==> src/core/ar_timer_pkg.sv <==
// Purpose: shared constants for the auto-reload timer block
// Assumes: AXI4-Lite, 32-bit data, one register per aligned word
// Notes: printed offsets are register indices, byte address is 4x index
package ar_timer_pkg;

  localparam int ADDR_W = 12;
  localparam int DATA_W = 32;
  localparam int REG_W = 8;
  localparam int PSC_W = 7;
  localparam int TAP_W = 3;
  localparam int SRC_W = 2;

  // register indices
  localparam logic [7:0] IDX_MODE = 8'hE5;
  localparam logic [7:0] IDX_FLAGS = 8'hE6;
  localparam logic [7:0] IDX_CLKSEL = 8'hE7;
  localparam logic [7:0] IDX_RELOAD = 8'hE9;
  localparam logic [7:0] IDX_COMPARE = 8'hEA;
  localparam logic [7:0] IDX_WINDOW = 8'hEB;
  localparam int IDX_SHIFT = 2;

  // timer_mode_control fields
  localparam int MODE_LOAD_BIT = 7;
  localparam int MODE_EN_BIT = 6;
  localparam int MODE_COMPARE_IRQ_ENABLE_BIT = 3;
  localparam int MODE_OVERFLOW_IRQ_ENABLE_BIT = 2;
  localparam logic [REG_W-1:0] MODE_RESET = 8'h00;

  // timer_event_flags fields
  localparam int FLAG_CPF_BIT = 1;
  localparam int FLAG_OVF_BIT = 0;

  // clock_and_divider_select fields
  localparam int TAP_LSB = 5;
  localparam int SRC_LSB = 0;
  localparam logic [SRC_W-1:0] SRC_INT = 2'h0;
  localparam logic [SRC_W-1:0] SRC_INT_DIV3 = 2'h1;
  localparam int DIV3_RATIO = 3;

  localparam logic [REG_W-1:0] COUNT_MAX = 8'hFF;
  localparam logic [REG_W-1:0] ZERO_BYTE = 8'h00;
  localparam logic [REG_W-1:0] CONFIG_RESET = 8'h00;

  localparam logic [1:0] RESP_OKAY = 2'h0;
  localparam logic [1:0] RESP_SLVERR = 2'h2;

endpackage

==> src/core/auto_reload_timer.sv <==
// Purpose: 8-bit auto-reload up-counter with prescaler and compare
// Assumes: aclk is the internal clock, registers over AXI4-Lite
// Notes: two interrupt request levels, no interrupt logic beyond masks
//
// Design decision made here: the AXI4-Lite interface to the registers.
`timescale 1ns/1ps

module auto_reload_timer
  import ar_timer_pkg::*;
(
  input wire logic aclk,
  input wire logic aresetn,
  input wire logic [ADDR_W-1:0] s_axi_awaddr,
  input wire logic s_axi_awvalid,
  output logic s_axi_awready,
  input wire logic [DATA_W-1:0] s_axi_wdata,
  input wire logic [DATA_W/8-1:0] s_axi_wstrb,
  input wire logic s_axi_wvalid,
  output logic s_axi_wready,
  output logic [1:0] s_axi_bresp,
  output logic s_axi_bvalid,
  input wire logic s_axi_bready,
  input wire logic [ADDR_W-1:0] s_axi_araddr,
  input wire logic s_axi_arvalid,
  output logic s_axi_arready,
  output logic [DATA_W-1:0] s_axi_rdata,
  output logic [1:0] s_axi_rresp,
  output logic s_axi_rvalid,
  input wire logic s_axi_rready,
  output logic overflow_irq,
  output logic compare_irq
);

  localparam logic [ADDR_W-1:0] A_MODE = ADDR_W'(IDX_MODE) << IDX_SHIFT;
  localparam logic [ADDR_W-1:0] A_FLAGS = ADDR_W'(IDX_FLAGS) << IDX_SHIFT;
  localparam logic [ADDR_W-1:0] A_CLKSEL = ADDR_W'(IDX_CLKSEL) << IDX_SHIFT;
  localparam logic [ADDR_W-1:0] A_RELOAD = ADDR_W'(IDX_RELOAD) << IDX_SHIFT;
  localparam logic [ADDR_W-1:0] A_COMPARE =
    ADDR_W'(IDX_COMPARE) << IDX_SHIFT;
  localparam logic [ADDR_W-1:0] A_WINDOW = ADDR_W'(IDX_WINDOW) << IDX_SHIFT;

  // write channel state
  logic aw_held;
  logic w_held;
  logic [ADDR_W-1:0] aw_addr;
  logic [REG_W-1:0] w_byte;
  logic w_lane;
  logic wr_fire;
  logic wr_hit;

  // register contents
  logic count_enable;
  logic compare_irq_enable;
  logic overflow_irq_enable;
  logic overflow_flag;
  logic compare_flag;
  logic [TAP_W-1:0] tap_select;
  logic [SRC_W-1:0] clock_source_select;
  logic [REG_W-1:0] reload_value;
  logic [REG_W-1:0] compare_value;

  // timer core
  logic [REG_W-1:0] up_counter;
  logic [PSC_W-1:0] timer_prescaler;
  logic div3_tick;
  logic src_tick;
  logic tap_hit;
  logic cnt_tick;
  logic [REG_W:0] tap_onehot;
  logic [PSC_W-1:0] tap_mask;
  logic win_wr;
  logic load_command;
  logic wraps;
  logic any_load;
  logic [REG_W-1:0] next_counter;

  // AXI4-Lite write side
  assign s_axi_awready = !aw_held && !s_axi_bvalid;
  assign s_axi_wready = !w_held && !s_axi_bvalid;
  assign wr_fire = aw_held && w_held && !s_axi_bvalid;

  always_ff @(posedge aclk) begin
    if (!aresetn) begin
      aw_held <= 1'b0;
      aw_addr <= '0;
    end else if (s_axi_awvalid && s_axi_awready) begin
      aw_held <= 1'b1;
      aw_addr <= s_axi_awaddr;
    end else if (wr_fire) begin
      aw_held <= 1'b0;
    end
  end

  always_ff @(posedge aclk) begin
    if (!aresetn) begin
      w_held <= 1'b0;
      w_byte <= '0;
      w_lane <= 1'b0;
    end else if (s_axi_wvalid && s_axi_wready) begin
      w_held <= 1'b1;
      w_byte <= s_axi_wdata[REG_W-1:0];
      w_lane <= s_axi_wstrb[0];
    end else if (wr_fire) begin
      w_held <= 1'b0;
    end
  end

  always_comb begin
    case (aw_addr)
      A_MODE, A_FLAGS, A_CLKSEL, A_RELOAD, A_COMPARE, A_WINDOW: begin
        wr_hit = 1'b1;
      end
      default: begin
        wr_hit = 1'b0;
      end
    endcase
  end

  always_ff @(posedge aclk) begin
    if (!aresetn) begin
      s_axi_bvalid <= 1'b0;
      s_axi_bresp <= RESP_OKAY;
    end else if (wr_fire) begin
      s_axi_bvalid <= 1'b1;
      s_axi_bresp <= wr_hit ? RESP_OKAY : RESP_SLVERR;
    end else if (s_axi_bready) begin
      s_axi_bvalid <= 1'b0;
    end
  end

  // a write without byte lane 0 carries no register data
  function automatic logic wr_to(input logic [ADDR_W-1:0] a);
    wr_to = wr_fire && w_lane && (aw_addr == a);
  endfunction

  assign win_wr = wr_to(A_WINDOW);
  assign load_command = wr_to(A_MODE) && w_byte[MODE_LOAD_BIT];

  // control registers
  always_ff @(posedge aclk) begin
    if (!aresetn) begin
      {count_enable, compare_irq_enable, overflow_irq_enable} <= '0;
    end else if (wr_to(A_MODE)) begin
      count_enable <= w_byte[MODE_EN_BIT];
      compare_irq_enable <= w_byte[MODE_COMPARE_IRQ_ENABLE_BIT];
      overflow_irq_enable <= w_byte[MODE_OVERFLOW_IRQ_ENABLE_BIT];
    end
  end

  always_ff @(posedge aclk) begin
    if (!aresetn) begin
      tap_select <= CONFIG_RESET[TAP_W-1:0];
      clock_source_select <= CONFIG_RESET[SRC_W-1:0];
    end else if (wr_to(A_CLKSEL)) begin
      tap_select <= w_byte[TAP_LSB +: TAP_W];
      clock_source_select <= w_byte[SRC_LSB +: SRC_W];
    end
  end

  always_ff @(posedge aclk) begin
    if (!aresetn) begin
      reload_value <= CONFIG_RESET;
      compare_value <= CONFIG_RESET;
    end else begin
      if (wr_to(A_RELOAD)) begin
        reload_value <= w_byte;
      end
      if (wr_to(A_COMPARE)) begin
        compare_value <= w_byte;
      end
    end
  end

  // clock source and prescaler
  rate_divider #(
    .RATIO(DIV3_RATIO)
  ) u_div3 (
    .aclk(aclk),
    .aresetn(aresetn),
    .run(1'b1),
    .tick(div3_tick)
  );

  always_comb begin
    case (clock_source_select)
      SRC_INT: src_tick = 1'b1;
      SRC_INT_DIV3: src_tick = div3_tick;
      default: src_tick = 1'b0;
    endcase
  end

  // tap n fires when the low n prescaler bits roll over
  assign tap_onehot = (REG_W+1)'(1) << tap_select;
  assign tap_mask = PSC_W'(tap_onehot - (REG_W+1)'(1));
  assign tap_hit = (timer_prescaler & tap_mask) == tap_mask;
  assign cnt_tick = count_enable && src_tick && tap_hit;

  assign wraps = cnt_tick && (up_counter == COUNT_MAX);
  assign any_load = win_wr || load_command || wraps;

  always_ff @(posedge aclk) begin
    if (!aresetn) begin
      timer_prescaler <= '0;
    end else if (any_load) begin
      timer_prescaler <= '0;
    end else if (count_enable && src_tick) begin
      timer_prescaler <= timer_prescaler + PSC_W'(1);
    end
  end

  // counter, window write first, then load command, then counting
  always_comb begin
    if (win_wr) begin
      next_counter = w_byte;
    end else if (load_command) begin
      next_counter = reload_value;
    end else if (wraps) begin
      next_counter = reload_value;
    end else if (cnt_tick) begin
      next_counter = up_counter + REG_W'(1);
    end else begin
      next_counter = up_counter;
    end
  end

  // window is the counter itself, so reset only clears the counter
  always_ff @(posedge aclk) begin
    if (!aresetn) begin
      up_counter <= ZERO_BYTE;
    end else begin
      up_counter <= next_counter;
    end
  end

  // event flags, a hardware set wins over a software clear
  always_ff @(posedge aclk) begin
    if (!aresetn) begin
      overflow_flag <= 1'b0;
      compare_flag <= 1'b0;
    end else begin
      if (wraps && !win_wr) begin
        overflow_flag <= 1'b1;
      end else if (wr_to(A_FLAGS) && !w_byte[FLAG_OVF_BIT]) begin
        overflow_flag <= 1'b0;
      end
      if (cnt_tick && !any_load && next_counter == compare_value) begin
        compare_flag <= 1'b1;
      end else if (wr_to(A_FLAGS) && !w_byte[FLAG_CPF_BIT]) begin
        compare_flag <= 1'b0;
      end
    end
  end

  assign overflow_irq = overflow_flag && overflow_irq_enable;
  assign compare_irq = compare_flag && compare_irq_enable;

  // AXI4-Lite read side, one cycle to answer
  assign s_axi_arready = !s_axi_rvalid;

  always_ff @(posedge aclk) begin
    if (!aresetn) begin
      s_axi_rvalid <= 1'b0;
      s_axi_rdata <= '0;
      s_axi_rresp <= RESP_OKAY;
    end else if (s_axi_arvalid && s_axi_arready) begin
      s_axi_rvalid <= 1'b1;
      s_axi_rresp <= RESP_OKAY;
      s_axi_rdata <= '0;
      case (s_axi_araddr)
        A_MODE: begin
          s_axi_rdata[MODE_EN_BIT] <= count_enable;
          s_axi_rdata[MODE_COMPARE_IRQ_ENABLE_BIT] <= compare_irq_enable;
          s_axi_rdata[MODE_OVERFLOW_IRQ_ENABLE_BIT] <= overflow_irq_enable;
        end
        A_FLAGS: begin
          s_axi_rdata[FLAG_CPF_BIT] <= compare_flag;
          s_axi_rdata[FLAG_OVF_BIT] <= overflow_flag;
        end
        A_CLKSEL: begin
          s_axi_rdata[TAP_LSB +: TAP_W] <= tap_select;
          s_axi_rdata[SRC_LSB +: SRC_W] <= clock_source_select;
        end
        A_RELOAD: s_axi_rdata[REG_W-1:0] <= reload_value;
        A_COMPARE: s_axi_rdata[REG_W-1:0] <= compare_value;
        A_WINDOW: s_axi_rdata[REG_W-1:0] <= up_counter;
        default: s_axi_rresp <= RESP_SLVERR;
      endcase
    end else if (s_axi_rready) begin
      s_axi_rvalid <= 1'b0;
    end
  end
endmodule // auto_reload_timer

==> src/core/rate_divider.sv <==
// Purpose: one-cycle enable pulse every RATIO clocks
// Assumes: single clock, synchronous active-low reset
// Notes: used to derive the internal clock divided by three
`timescale 1ns/1ps
module rate_divider #(
  parameter int RATIO = 3
) (
  input wire logic aclk,
  input wire logic aresetn,
  input wire logic run,
  output logic tick
);

  localparam int CW = $clog2(RATIO);
  localparam logic [CW-1:0] LAST = CW'(RATIO - 1);
  localparam logic [CW-1:0] ONE = CW'(1);

  logic [CW-1:0] phase;

  // free running so the divided rate stays in step with the base clock
  always_ff @(posedge aclk) begin
    if (!aresetn) begin
      phase <= '0;
    end else if (run) begin
      phase <= (phase == LAST) ? '0 : phase + ONE;
    end
  end

  assign tick = run && (phase == LAST);

endmodule // rate_divider

==> config.mk <==
export PLATFORM = sky130hd
export DESIGN_NAME = auto_reload_timer
export DESIGN_NICKNAME = d
export VERILOG_FILES = /design/src/core/ar_timer_pkg.sv /design/src/core/auto_reload_timer.sv /design/src/core/rate_divider.sv
export SDC_FILE = /design/constraint.sdc
export NUM_CORES = 1
export LEC_CHECK = 0
export BUFFER_PORTS_ARGS = -buffer_cell sky130_fd_sc_hd__buf_4
export CAP_MARGIN = 20
export CORE_UTILIZATION = 39
export CTS_BUF_LIST = sky130_fd_sc_hd__clkbuf_2 sky130_fd_sc_hd__clkbuf_4 sky130_fd_sc_hd__clkbuf_8
export CTS_CLUSTER_SIZE = 40
export DETAILED_ROUTE_END_ITERATION = 10
export GPL_TIMING_DRIVEN = 0
export MAX_ROUTING_LAYER = met4
export PLACE_DENSITY = 0.68
export SETUP_SLACK_MARGIN = 0.2
export SYNTH_ARGS = -nofsm -noshare
export SYNTH_HDL_FRONTEND = slang
export SYNTH_SLANG_ARGS = --single-unit
==> constraint.sdc <==
create_clock -name aclk -period 3.1 [get_ports aclk]
set_input_delay 0.31 -clock aclk [delete_from_list [all_inputs] [get_ports aclk]]
set_output_delay 0.31 -clock aclk [all_outputs]
set_load 0.005 [all_outputs]
## Yosys cells after proc, flatten, opt, wreduce, memory -nomap -nowiden

Index checks and enable logic that the tools add are counted.

- Bits in registers: 80
- Input port bits: 67
- Output and inout bits: 43
- Word-level logic and storage cells: 117

- Add/sub/neg operators: 4
- Eq/ne operators: 17
- Shift operators: 1
- Multiplexer cells: 25
- Bitwise operators: 2
- Reduce and logical (&&, ||, !) cells: 46

Operators by type and width:

| operator | count |
|---|---|
| $eq A12 B10 Y1 const B | 12 |
| $mux W8 | 4 |
| $logic_and A1 B1 Y1 | 25 |
| $mux W1 | 12 |
| $reduce_bool A2 Y1 | 6 |
| $reduce_or A6 Y1 | 2 |
| $pmux W2 S5 | 1 |
| $add A8 B1 Y8 const B | 1 |
| $eq A8 B8 Y1 | 1 |
| $eq A8 B8 Y1 const B | 1 |
| $logic_not A1 Y1 | 8 |
| $pmux W1 S4 | 2 |
| $pmux W2 S4 | 1 |
| $add A7 B1 Y7 const B | 1 |
| $and A7 B7 Y7 | 1 |
| $eq A7 B7 Y1 | 1 |
| $shl A1 B3 Y7 const A | 1 |
| $sub A7 B1 Y7 const B | 1 |
| $pmux W1 S5 | 1 |
| $mux W2 | 2 |
| $reduce_or A2 Y1 | 2 |
| $pmux W1 S3 | 1 |
| $add A2 B1 Y2 const B | 1 |
| $eq A2 B1 Y1 const B | 1 |
| 5 further kinds | 6 |

## Depth between registers and ports, before layout

Gate-level depths: netlist (run 1).

- Depth in word-level cells: 12
- Mapped depth: 13
- Mapped depth without buffers: 11

## Cells and area by module

A second synthesis (run 1) with hierarchy kept.

- Cells, all modules: 524
- Area, all modules: 4416.7 um2

Modules (own cells, without submodules):

| module | instances | cells an instance | area an instance (um2) | seq. area each (um2) |
|---|---|---|---|---|
| auto_reload_timer | 1 | 515 | 4320.4 | 1521.5 |
| rate_divider | 1 | 9 | 96.3 | 40.0 |

## Worst setup path after synthesis (run 1)

No wires, ideal clock.

- Path type: register -> register
- Start point: register tap_select[1]
- End point: register compare_flag
- Library setup time: 87 ps
- Data arrival time: 2914 ps
- Required time: 3013 ps
- Path slack: 99 ps
- Stages on the path, launching flop included: 12
- Buffers on the path: 1
- Period minus slack after synthesis: 3001 ps
- Cells stage by stage: dfxtp_1 -> buf_6 -> or3_4 -> ha_1 -> nor2_1 -> a2111oi_4 -> o2111ai_2 -> or4b_4 -> o211a_1 -> or3_1 -> nand4bb_1 -> o31ai_1

- Cells in the longest elaborated chain, start to end: 12
- Elaborated cells on any way between the ends: 17
- Those cells by class: add/sub: 1; eq/ne: 2; shift: 1; mux: 5; bitwise: 1; reduce/logical: 7

Ends and longest elaborated chain:

| what | RTL line | RTL |
|---|---|---|
| start: declaration | auto_reload_timer.sv:57 | `logic [TAP_W-1:0] tap_select;` |
| start signal: assignment | auto_reload_timer.sv:152 | `tap_select <= CONFIG_RESET[TAP_W-1:0];` |
| start signal: assignment | auto_reload_timer.sv:155 | `tap_select <= w_byte[TAP_LSB +: TAP_W];` |
| $shl A1 B3 Y7 * | auto_reload_timer.sv:193 | `assign tap_onehot = (REG_W+1)'(1) << tap_select;` |
| $sub A7 B1 Y7 * | auto_reload_timer.sv:194 | `assign tap_mask = PSC_W'(tap_onehot - (REG_W+1)'(1));` |
| $and A7 B7 Y7 | auto_reload_timer.sv:195 | `assign tap_hit = (timer_prescaler & tap_mask) == tap_mask;` |
| $eq A7 B7 Y1 * | auto_reload_timer.sv:195 |  |
| $logic_and A1 B1 Y1 * | auto_reload_timer.sv:196 | `assign cnt_tick = count_enable && src_tick && tap_hit;` |
| $mux W8 / $logic_and A1 B1 Y1 (equally long branches) | auto_reload_timer.sv:219, auto_reload_timer.sv:198 |  |
| $mux W8 | auto_reload_timer.sv:217 | `end else if (wraps) begin` |
| $mux W8 | auto_reload_timer.sv:215 | `end else if (load_command) begin` |
| $mux W8 | auto_reload_timer.sv:213 | `if (win_wr) begin` |
| $eq A8 B8 Y1 | auto_reload_timer.sv:246 | `if (cnt_tick && !any_load && next_counter == compare_value) begin` |
| $logic_and A1 B1 Y1 * | auto_reload_timer.sv:246 |  |
| $mux W1 / $reduce_bool A2 Y1 (equally long branches) | n/a |  |
| end signal: assignment | auto_reload_timer.sv:239 | `compare_flag <= 1'b0;` |
| end signal: assignment | auto_reload_timer.sv:247 | `compare_flag <= 1'b1;` |
| end signal: assignment | auto_reload_timer.sv:249 | `compare_flag <= 1'b0;` |
| end: declaration | auto_reload_timer.sv:56 | `logic compare_flag;` |

Mark *: on every way between the ends. The rest lies on a longest branch, timed or not.
A chain may end at the register's enable or synchronous reset.

## Worst setup path in the final report (run 1)

- Start point: register tap_select[2]
- End point: register compare_flag

The elaborated chain is that of the path after synthesis.

==> results of run 1 <==
-- cells by family after synthesis --
group	synth area share
compound gates	0.210
xor+xnor	0.0369
fa+ha+maj	0.0120
buf+inv	0.0778
flops	0.375
mux	0.0264
other cells	0.000900
simple gates	0.261
-- sequential cells by signal, summed over array words and instances, names as in the netlist, 2 cells and up --
register             cells
w_byte                   8
tap_select               3
u_div3.phase             2
s_axi_rdata              8
clock_source_select      2
compare_value            8
reload_value             8
aw_addr                 12
timer_prescaler          7
up_counter               8
-- how the worst max path moves through the flow --
stage | from | end | slack [ns] | cells past startpoint
2_1_floorplan | tap_select[1]$_SDFFE_PN0P_ | compare_flag$_SDFFE_PN0P_ | 0.18 | 11
3_3_place_gp | tap_select[2]$_SDFFE_PN0P_ | compare_flag$_SDFFE_PN0P_ | -0.26 | 12
3_5_place_dp | tap_select[2]$_SDFFE_PN0P_ | compare_flag$_SDFFE_PN0P_ | -0.27 | 12
4_1_cts | tap_select[1]$_SDFFE_PN0P_ | compare_flag$_SDFFE_PN0P_ | -0.02 | 11
5_1_grt | tap_select[2]$_SDFFE_PN0P_ | compare_flag$_SDFFE_PN0P_ | -0.15 | 13
6_report | tap_select[2]$_SDFFE_PN0P_ | compare_flag$_SDFFE_PN0P_ | -0.009 | 11
-- layout by cell type (no fill, tap or decap), drive strengths merged, types with 17 or more instances in the layout --
cell type,n
a21boi,43
a21oi,17
buf,92
clkbuf,28
conb,26
dfxtp,78
nand2,95
nand3,27
nor2,34
o21ai,22
-- critical path, cell delays in order, from the launching register on --
cell,delay [ns]
dfxtp_1,0.31
clkbuf_8,0.15
or3_4,0.35
ha_4,0.27
nor2_2,0.04
a2111oi_4,0.26
o2111ai_4,0.23
or4b_4,0.53
o211a_1,0.14
or3_1,0.35
nand4bb_1,0.19
o31ai_1,0.22
-- where the power goes --
| part | internal [mW] | switching, mW |
|---|---|---|
| sequential | 1.04 | 0.0305 |
| combinational | 0.110 | 0.0990 |
| clock | 0.465 | 0.412 |
-- layer usage --
layer / global-route usage / vias to the layer above / routed length [µm]
met2: 0.326 / 151 / 4920
met5: - / - / 0
met4: 0.0614 / 0 / 152
met3: 0.0383 / 16 / 677
li1: - / 1947 / -
met1: 0.289 / 1726 / 5230
-- area by class of cell --
cell class	count	area, µm²	share of cell area
multi-input cells	403	2440	0.467
flip-flops and latches	78	1560	0.299
repair buffers	64	484	0.0926
plain buffers	47	297	0.0567
well taps	136	170	0.0326
clock buffers	9	124	0.0237
clock inverters	7	104	0.0199
inverters	11	41.3	0.00790
-- what timing repair did --
item,4_1_cts,5_1_grt
gates resized for setup,16,4
pin swaps,4,1
setup endpoints to repair,15,10
setup buffers,9,0
-- through the flow --
stage	power [mW]	hold WS (ns)	instance area, µm²
6_report	2.15	0.188	5230
3_3_place_gp	1.29	0.399	4860
4_1_cts	2.17	0.183	5220
3_5_place_dp	1.30	0.407	4860
2_1_floorplan	1.21	0.392	4270
5_1_grt	2.26	0.183	5230
==> results.sh, run 1 <==
export IMPL_outcome="finished with violations"
export IMPL_violations="negative setup slack"
export IMPL_cts_tree="built"
export IMPL_grt_setup_unrepaired="yes"
export IMPL_synth_cell_types=53
export IMPL_cts_made_buffers=9
export IMPL_numPlacedInstances=730
export IMPL_vdd_drop_max_uv=246
export IMPL_synth_cells=514
export IMPL_r2r_end="compare_flag$_SDFFE_PN0P_"
export IMPL_pin_count=110
export IMPL_die_h_um=105
export IMPL_drive_above_1_share=0.205
export IMPL_synth_seq_area_share=0.375
export IMPL_synth_ff_type="dfxtp_1"
export IMPL_clkTransAtPathRegs_ns=0.09
export IMPL_drtIter0Drc=303
export IMPL_cts_root_buffer="clkbuf_8"
export IMPL_grt_max_degree=16
export IMPL_crit_type="reg -> reg"
export IMPL_clock_sinks=78
export IMPL_synth_edf_count=0
export IMPL_synth_top_area_cell="dfxtp_1"
export IMPL_finalHoldViolCount=0
export IMPL_p_leak_nw=2.03
export IMPL_gp_congestion=0.885
export IMPL_ant_nets=0
export IMPL_fillCellCount=992
export IMPL_r2r_start="tap_select[2]$_SDFFE_PN0P_"
export IMPL_clk_latency_ns=0.36
export IMPL_core_area_mm2=0.0103
export IMPL_min_from="s_axi_arvalid"
export IMPL_whs_endpoint="s_axi_rvalid$_SDFFE_PN0P_"
export IMPL_ys_seq_elements=78
export IMPL_drc_errors=0
export IMPL_yosys_warnings=0
export IMPL_synthDominantCellAreaShare=0.375
export IMPL_n_antenna_cell=0
export IMPL_tightest_slew_ns=0.829
export IMPL_worst_setup_path_start_kind="register"
export IMPL_reg2regPathDepth=11
export IMPL_maxCapViolations=0
export IMPL_dr_pass1_iters=6
export IMPL_cts_hold_fix_buffers=0
export IMPL_fp_dieArea_mm2=0.0111
export IMPL_reg2reg_slack_ns=-0.009
export IMPL_grt_overflow=0
export IMPL_clock_skew_ns=0.0144
export IMPL_clock_path_buffers=2
export IMPL_period_needed_ns=3.11
export IMPL_whs_path_depth=2
export IMPL_drt_total_wl_um=11000
export IMPL_setup_violations_final=1
export IMPL_die_w_um=105
export IMPL_fin_util=0.506
export IMPL_syn_cell_area_mm2=0.00417
export IMPL_synthTopCellsByCount="95 x nand2_1, 78 x dfxtp_1, 43 x a21boi_0"
export IMPL_setup_tns_ns=-0.00941
export IMPL_final_max_slew_viol_count=0
export IMPL_initial_core_util=0.404
export IMPL_htreeDepth=3
export IMPL_syn_area_per_cell_um2=8.11
export IMPL_cp_max_fo=9
export IMPL_syn2layout_area_growth_pct=25.4
export IMPL_cellPowerDensity_mw_per_mm2=412
export IMPL_grt_first_pass_wirelength_um=18100
export IMPL_slew_headroom=0.439
export IMPL_vias_per_cell=5.09
export IMPL_yosysMostFrequentCell="nand2_1"
export IMPL_num_vias=3840
export IMPL_place_worst_setup_slack_ns=-0.271
export IMPL_crit_arrival_ns=3.39
export IMPL_setup_slack_ns=-0.00941
export IMPL_async_flop_share=0
export IMPL_wl_per_cell_um=14.5
export IMPL_grt_usage=0.214
export IMPL_fin_cells=755
export IMPL_end_kind="register"
export IMPL_finalCritPeriodShare=1.00
export IMPL_grt_pass1_vias=3502
export IMPL_cp_required_ns=3.38
export IMPL_max_freq_mhz=322
export IMPL_port_buffers=55
export IMPL_antenna_found_initial=0
export IMPL_hpwlAfterDp_um=8210
export IMPL_hold_class="in -> reg"
export IMPL_synthTopCellsByArea="dfxtp_1 37%, nand2_1 8.6%, a21boi_0 7.7%"
export IMPL_nets=685
export IMPL_num_rows=37
Power figures use the tool's default switching activity.
==> run 2: changes to the inputs <==
--- a/config.mk
+++ b/config.mk
@@ -5,6 +5,7 @@
 export SDC_FILE = /design/constraint.sdc
 export NUM_CORES = 1
 export LEC_CHECK = 0
+export ABC_AREA = 1
 export BUFFER_PORTS_ARGS = -buffer_cell sky130_fd_sc_hd__buf_4
 export CAP_MARGIN = 20
 export CORE_UTILIZATION = 39
==> results.sh, run 2 <==
export IMPL_hpwlAfterDp_um=8730
export IMPL_place_worst_setup_slack_ns=0.444
export IMPL_clock_skew_ns=0.0125
export IMPL_grt_pass1_vias=3820
export IMPL_final_cell_mix="115 x nand2_1, 84 x buf_4, 80 x inv_1, 78 x dfxtp_1, 61 x nor2_1"
export IMPL_ys_seq_elements=78
export IMPL_syn_area_per_cell_um2=6.94
export IMPL_synthDominantCellAreaShare=0.370
export IMPL_largest_register="aw_addr"
export IMPL_n_antenna_cell=0
export IMPL_cts_made_buffers=9
export IMPL_core_area_mm2=0.0104
export IMPL_die_w_um=106
export IMPL_cts_tree="built"
export IMPL_yosysMostFrequentCell="nand2_1"
export IMPL_drc_errors=0
export IMPL_clk_latency_ns=0.36
export IMPL_path_cells="inv_2 -> nand3_1 -> ha_1 -> nand2_1 -> nand2_1 -> nand2_1 -> nor2_2 -> nor2_8 -> buf_12 -> nand2_4 -> nand2_1 -> nand2_1 -> nand3_1 -> nand2_1 -> nand2_1 -> nand3_1 -> nand2_1 -> nor2_1 -> nand2_1 -> nor2_1 -> nand2_1 -> a21oi_2"
export IMPL_cpLargestDelayFamily="simple AND/OR/NAND/NOR gates"
export IMPL_setup_slack_ns=0.509
export IMPL_ant_nets=0
export IMPL_clock_path_buffers=2
export IMPL_drt_total_wl_um=11100
export IMPL_synth_cells=608
export IMPL_htreeDepth=3
export IMPL_clock_sinks=78
export IMPL_p_leak_nw=2.22
export IMPL_synth_seq_area_share=0.370
export IMPL_grt_overflow=0
export IMPL_synth_edf_count=0
export IMPL_clkTransAtPathRegs_ns=0.09
export IMPL_num_rows=37
export IMPL_synth_cell_types=43
export IMPL_path_common_cell="nand2_1"
export IMPL_multiInputGateArea_mm2=0.00217
export IMPL_drive_above_1_share=0.191
export IMPL_drtIter0Drc=269
export IMPL_worst_setup_path_start_kind="register"
export IMPL_crit_type="reg -> reg"
export IMPL_synthTopCellsByCount="115 x nand2_1, 80 x inv_1, 78 x dfxtp_1"
export IMPL_syn2layout_area_growth_pct=21.7
export IMPL_max_freq_mhz=386
export IMPL_cts_root_buffer="clkbuf_8"
export IMPL_cpPeakStageDelay_ns=0.50
export IMPL_wl_per_cell_um=13.1
export IMPL_antenna_found_initial=0
export IMPL_dr_pass1_iters=5
export IMPL_port_buffers=56
export IMPL_cp_required_ns=3.39
export IMPL_syn_cell_area_mm2=0.00422
export IMPL_cpMaxStageDelayCell="dfxtp_1"
export IMPL_initial_core_util=0.405
export IMPL_grt_first_pass_wirelength_um=18600
export IMPL_async_flop_share=0
export IMPL_cellPowerDensity_mw_per_mm2=400
export IMPL_crit_arrival_ns=2.88
export IMPL_die_h_um=106
export IMPL_maxCapViolations=0
export IMPL_path_buf_inv=2
export IMPL_grt_usage=0.215
export IMPL_slew_headroom=0.510
export IMPL_finalHoldViolCount=0
export IMPL_finalCritPeriodShare=0.836
export IMPL_fillCellCount=1010
export IMPL_synthTopCellsByArea="dfxtp_1 37%, nand2_1 10%, inv_1 7.1%"
export IMPL_final_max_slew_viol_count=0
export IMPL_cts_resized=0
export IMPL_hold_class="in -> reg"
export IMPL_yosys_warnings=0
export IMPL_whs_ns=0.203
export IMPL_vdd_drop_max_uv=220
export IMPL_fp_dieArea_mm2=0.0112
export IMPL_final_common_cell="nand2_1"
export IMPL_nets=774
export IMPL_period_needed_ns=2.59
export IMPL_gp_congestion=0.932
export IMPL_cp_max_fo=9
export IMPL_outcome="finished, final reports clean"
export IMPL_regArea_mm2=0.00156
export IMPL_vias_per_cell=4.95
export IMPL_end_kind="register"
export IMPL_grt_max_degree=15
export IMPL_pin_count=110
export IMPL_synth_ff_type="dfxtp_1"
export IMPL_tightest_slew_ns=0.728
export IMPL_setup_tns_ns=0
export IMPL_largest_register_ffs=12
export IMPL_synth_top_area_cell="dfxtp_1"
export IMPL_num_vias=4178
export IMPL_setup_violations_final=0
export IMPL_grt_setup_unrepaired="no"
==> run 2: worst paths after layout <==
path / from / to / slack [ns] / cells after the start
max: tap_select[1]$_SDFFE_PN0P_ / compare_flag$_SDFFE_PN0P_ / 0.51 / 22
min: s_axi_awaddr[8] / aw_addr[8]$_SDFFE_PN0P_ / 0.20 / 3
max reg2reg: tap_select[1]$_SDFFE_PN0P_ / compare_flag$_SDFFE_PN0P_ / 0.51 / 22
min reg2reg: u_div3.phase[0]$_SDFF_PP0_ / u_div3.phase[0]$_SDFF_PP0_ / 0.43 / 1
==> run 2: final cells by class <==
| type | count | area share |
|---|---|---|
| well taps | 136 | 0.0332 |
| clock buffers | 9 | 0.0241 |
| plain buffers | 39 | 0.0490 |
| multi-input cells | 431 | 0.423 |
| repair buffers | 59 | 0.0887 |
| clock inverters | 7 | 0.0141 |
| inverters | 85 | 0.0631 |
| flip-flops and latches | 78 | 0.304 |
==> run 2: through the flow <==
stage,cell area (µm²),utilization,power (mW),instances
global route,5130,0.493,2.14,844
CTS,5100,0.489,2.06,841
detailed placement,4900,0.471,1.31,825
finish,5130,0.493,2.05,844
floorplan,4310,-,1.21,633
global placement,4900,0.471,1.30,825
==> run 2: report_power, final <==
group          internal [mW]  total, mW  switching [mW]
sequential              1.04       1.06          0.0223
combinational          0.100      0.218           0.118
clock                  0.373      0.770           0.397
total                   1.51       2.05           0.538
==> run 2: tightest hold or removal path, cell delays in order <==
cell and delay, ns:
buf_4 0.07, o21ai_0 0.07, nor2_1 0.08
==> run 2: what timing repair did <==
item / in CTS / in global routing
hold buffers: 0 / 0
hold endpoints to repair: 0 / 0
endpoints found under the setup margin: 0 / 1
buffers inserted: 0 / 3
==> run 2: kinds of logic (layout without fill, tap and decap cells) <==
| kind of cell | count (synthesis) | in the layout | synth area share |
|---|---|---|---|
| simple gates | 260 | 260 | 0.293 |
| buf+inv | 124 | 199 | 0.136 |
| flops | 78 | 78 | 0.370 |
| xor+xnor | 8 | 8 | 0.0166 |
| fa+ha+maj | 4 | 4 | 0.0119 |
| other cells | 1 | 26 | 0.000889 |
| compound gates | 133 | 133 | 0.171 |
==> run 2: metal layers <==
layer / track usage / vias up / part of all wire
li1: - / 2124 / -
met1: 0.279 / 1863 / 0.47
met2: 0.344 / 169 / 0.45
met3: 0.0270 / 22 / 0.056
met4: 0.0784 / 0 / 0.020
met5: - / - / 0
==> run 3: changes to the inputs <==
--- a/config.mk
+++ b/config.mk
@@ -5,7 +5,7 @@
 export SDC_FILE = /design/constraint.sdc
 export NUM_CORES = 1
 export LEC_CHECK = 0
-export ABC_AREA = 1
+export ABC_AREA = 0
 export BUFFER_PORTS_ARGS = -buffer_cell sky130_fd_sc_hd__buf_4
 export CAP_MARGIN = 20
 export CORE_UTILIZATION = 39
==> constraint.sdc (replaced) <==
create_clock -name aclk -period 2.1 [get_ports aclk]
set_input_delay 0.21 -clock aclk [delete_from_list [all_inputs] [get_ports aclk]]
set_output_delay 0.21 -clock aclk [all_outputs]
set_load 0.005 [all_outputs]
==> results.sh, run 3 (synthesis results as in run 1) <==
export IMPL_n_antenna_cell=0
export IMPL_fp_dieArea_mm2=0.0111
export IMPL_drc_errors=0
export IMPL_place_worst_setup_slack_ns=-1.23
export IMPL_regArea_mm2=0.00157
export IMPL_die_w_um=105
export IMPL_reg2regPathDepth=11
export IMPL_grt_usage=0.228
export IMPL_tightest_slew_ns=0.802
export IMPL_r2r_start="tap_select[1]$_SDFFE_PN0P_"
export IMPL_dr_max_layer_used="met4"
export IMPL_grt_max_degree=15
export IMPL_die_h_um=105
export IMPL_vdd_drop_max_uv=379
export IMPL_p_seq_frac=0.494
export IMPL_wl_per_cell_um=15.2
export IMPL_multiInputGateArea_mm2=0.00269
export IMPL_cp_max_fo=5
export IMPL_vias_per_cell=5.20
export IMPL_whs_ns=0.0805
export IMPL_grt_overflow=0
export IMPL_final_common_cell="buf_4"
export IMPL_clock_sinks=78
export IMPL_p_leak_nw=2.18
export IMPL_final_cell_mix="95 x buf_4, 91 x nand2_1, 75 x dfxtp_1, 32 x a21boi_0, 29 x nor2_1"
export IMPL_cellPowerDensity_mw_per_mm2=563
export IMPL_clock_path_buffers=2
export IMPL_hold_class="in -> reg"
export IMPL_largest_register_ffs=12
export IMPL_num_vias=4008
export IMPL_grt_first_pass_wirelength_um=19200
export IMPL_finalCritPeriodShare=1.50
export IMPL_grt_pass1_vias=3759
export IMPL_met1Wirelength_um=4980
export IMPL_violations="negative setup slack"
export IMPL_period_needed_ns=3.15
export IMPL_startpoint="tap_select[1]$_SDFFE_PN0P_"
export IMPL_clkTransAtPathRegs_ns=0.08
export IMPL_gp_congestion=0.898
export IMPL_min_from="s_axi_arvalid"
export IMPL_port_buffers=55
export IMPL_cts_tree="built"
export IMPL_worst_setup_path_start_kind="register"
export IMPL_met2_length_um=5500
export IMPL_crit_arrival_ns=3.43
export IMPL_num_rows=37
export IMPL_finalHoldViolCount=0
export IMPL_clk_latency_ns=0.37
export IMPL_r2r_end="compare_flag$_SDFFE_PN0P_"
export IMPL_outcome="finished with violations"
export IMPL_nets=701
export IMPL_drtIter0Drc=316
export IMPL_drive_above_1_share=0.280
export IMPL_max_freq_mhz=318
export IMPL_cpLargestDelayFamily="simple AND/OR/NAND/NOR gates"
export IMPL_pwr_share_clk=0.405
export IMPL_clock_skew_ns=0.0121
export IMPL_ant_nets=0
export IMPL_setup_slack_ns=-1.05
export IMPL_end_kind="register"
export IMPL_p_sw_mw=0.802
export IMPL_slew_headroom=0.464
export IMPL_cp_required_ns=2.38
export IMPL_cts_hold_fix_buffers=0
export IMPL_pin_count=110
export IMPL_cts_root_buffer="clkbuf_8"
export IMPL_final_max_slew_viol_count=0
export IMPL_maxCapViolations=0
export IMPL_path_buf_inv=1
export IMPL_cts_made_buffers=9
export IMPL_hpwlAfterDp_um=8400
export IMPL_cpPeakStageDelay_ns=0.49
export IMPL_grt_setup_unrepaired="yes"
export IMPL_htreeDepth=3
export IMPL_pwr_share_comb=0.102
export IMPL_intPower_mw=2.39
export IMPL_setup_violations_final=17
export IMPL_path_cells="buf_6 -> or3_4 -> ha_4 -> nor2_2 -> a2111oi_4 -> o2111ai_4 -> nor3_1 -> or4bb_1 -> or3_1 -> nand4bb_1 -> o31ai_1"
export IMPL_syn2layout_area_growth_pct=36.0
export IMPL_met3_length_um=964
export IMPL_reg2reg_slack_ns=-1.05
export IMPL_dr_pass1_iters=7
export IMPL_drt_total_wl_um=11700
export IMPL_whs_endpoint="s_axi_rvalid$_SDFFE_PN0P_"
export IMPL_antenna_found_initial=0
export IMPL_crit_type="reg -> reg"
export IMPL_initial_core_util=0.404
export IMPL_fin_util=0.549
export IMPL_core_area_mm2=0.0103
export IMPL_largest_register="aw_addr"
export IMPL_fillCellCount=963
export IMPL_whs_path_depth=2
export IMPL_cpMaxStageDelayCell="or4bb_1"
export IMPL_swShare=0.251
-- run 3: cell count changes in the layout (fill, tap and decap cells not counted), moves of 10 or more --
cell / delta
inv_1: -69
a21oi_1: -42
o21ai_0: -38
a21boi_0: +32
nor2_1: -32
nand2_1: -24
nand3_1: -19
and2_1: +12
nor2b_1: +12
buf_4: +11
a21boi_1: +10
mux2i_1: +10
-- run 3: per-layer routing --
metal,up-vias,global-route usage
li1,1974,-
met1,1825,0.287
met2,182,0.364
met3,27,0.0451
met4,0,0.0825
met5,-,-
-- run 3: repair_timing --
item                       4_1_cts  5_1_grt
pin swaps                       13        3
setup endpoints to repair       35       41
resized for setup               46       45
cloned                           0        1
setup buffers                   18        6
-- run 3: layout make-up --
class                           instances  area share
Buffer                                 47      0.0574
Clock buffer                           10      0.0232
Clock inverter                          6      0.0166
Inverter                               11     0.00729
Multi-Input combinational cell        404       0.475
Sequential cell                        78       0.277
Tap cell                              136      0.0300
Timing Repair Buffer                   79       0.113
-- run 3: power groups by stage --
stage	clock (mW)	combinational, mW	sequential (mW)
floorplan	0	0.185	1.59
global placement	0	0.303	1.61
detailed placement	0	0.311	1.61
CTS	1.31	0.314	1.57
global route	1.38	0.366	1.58
finish	1.29	0.324	1.58
-- run 3: per-stage QoR --
stage,cells,setup TNS [ns],power [mW],cell area (µm²)
finish,771,-11.16,3.19,5670
global route,771,-12.92,3.33,5670
CTS,764,-10.63,3.20,5470
detailed placement,730,-15.47,1.92,4900
global placement,730,-13.99,1.91,4900
floorplan,539,-5.85,1.78,4310
-- run 3: how the worst max path moves through the flow --
stage	endpoint	slack (ns)	cells past startpoint
after floorplan	compare_flag$_SDFFE_PN0P_	-0.82	11
after global placement	compare_flag$_SDFFE_PN0P_	-1.24	11
after detailed placement	compare_flag$_SDFFE_PN0P_	-1.23	12
after CTS	compare_flag$_SDFFE_PN0P_	-1.02	11
after global routing	compare_flag$_SDFFE_PN0P_	-1.19	11
final	compare_flag$_SDFFE_PN0P_	-1.05	11
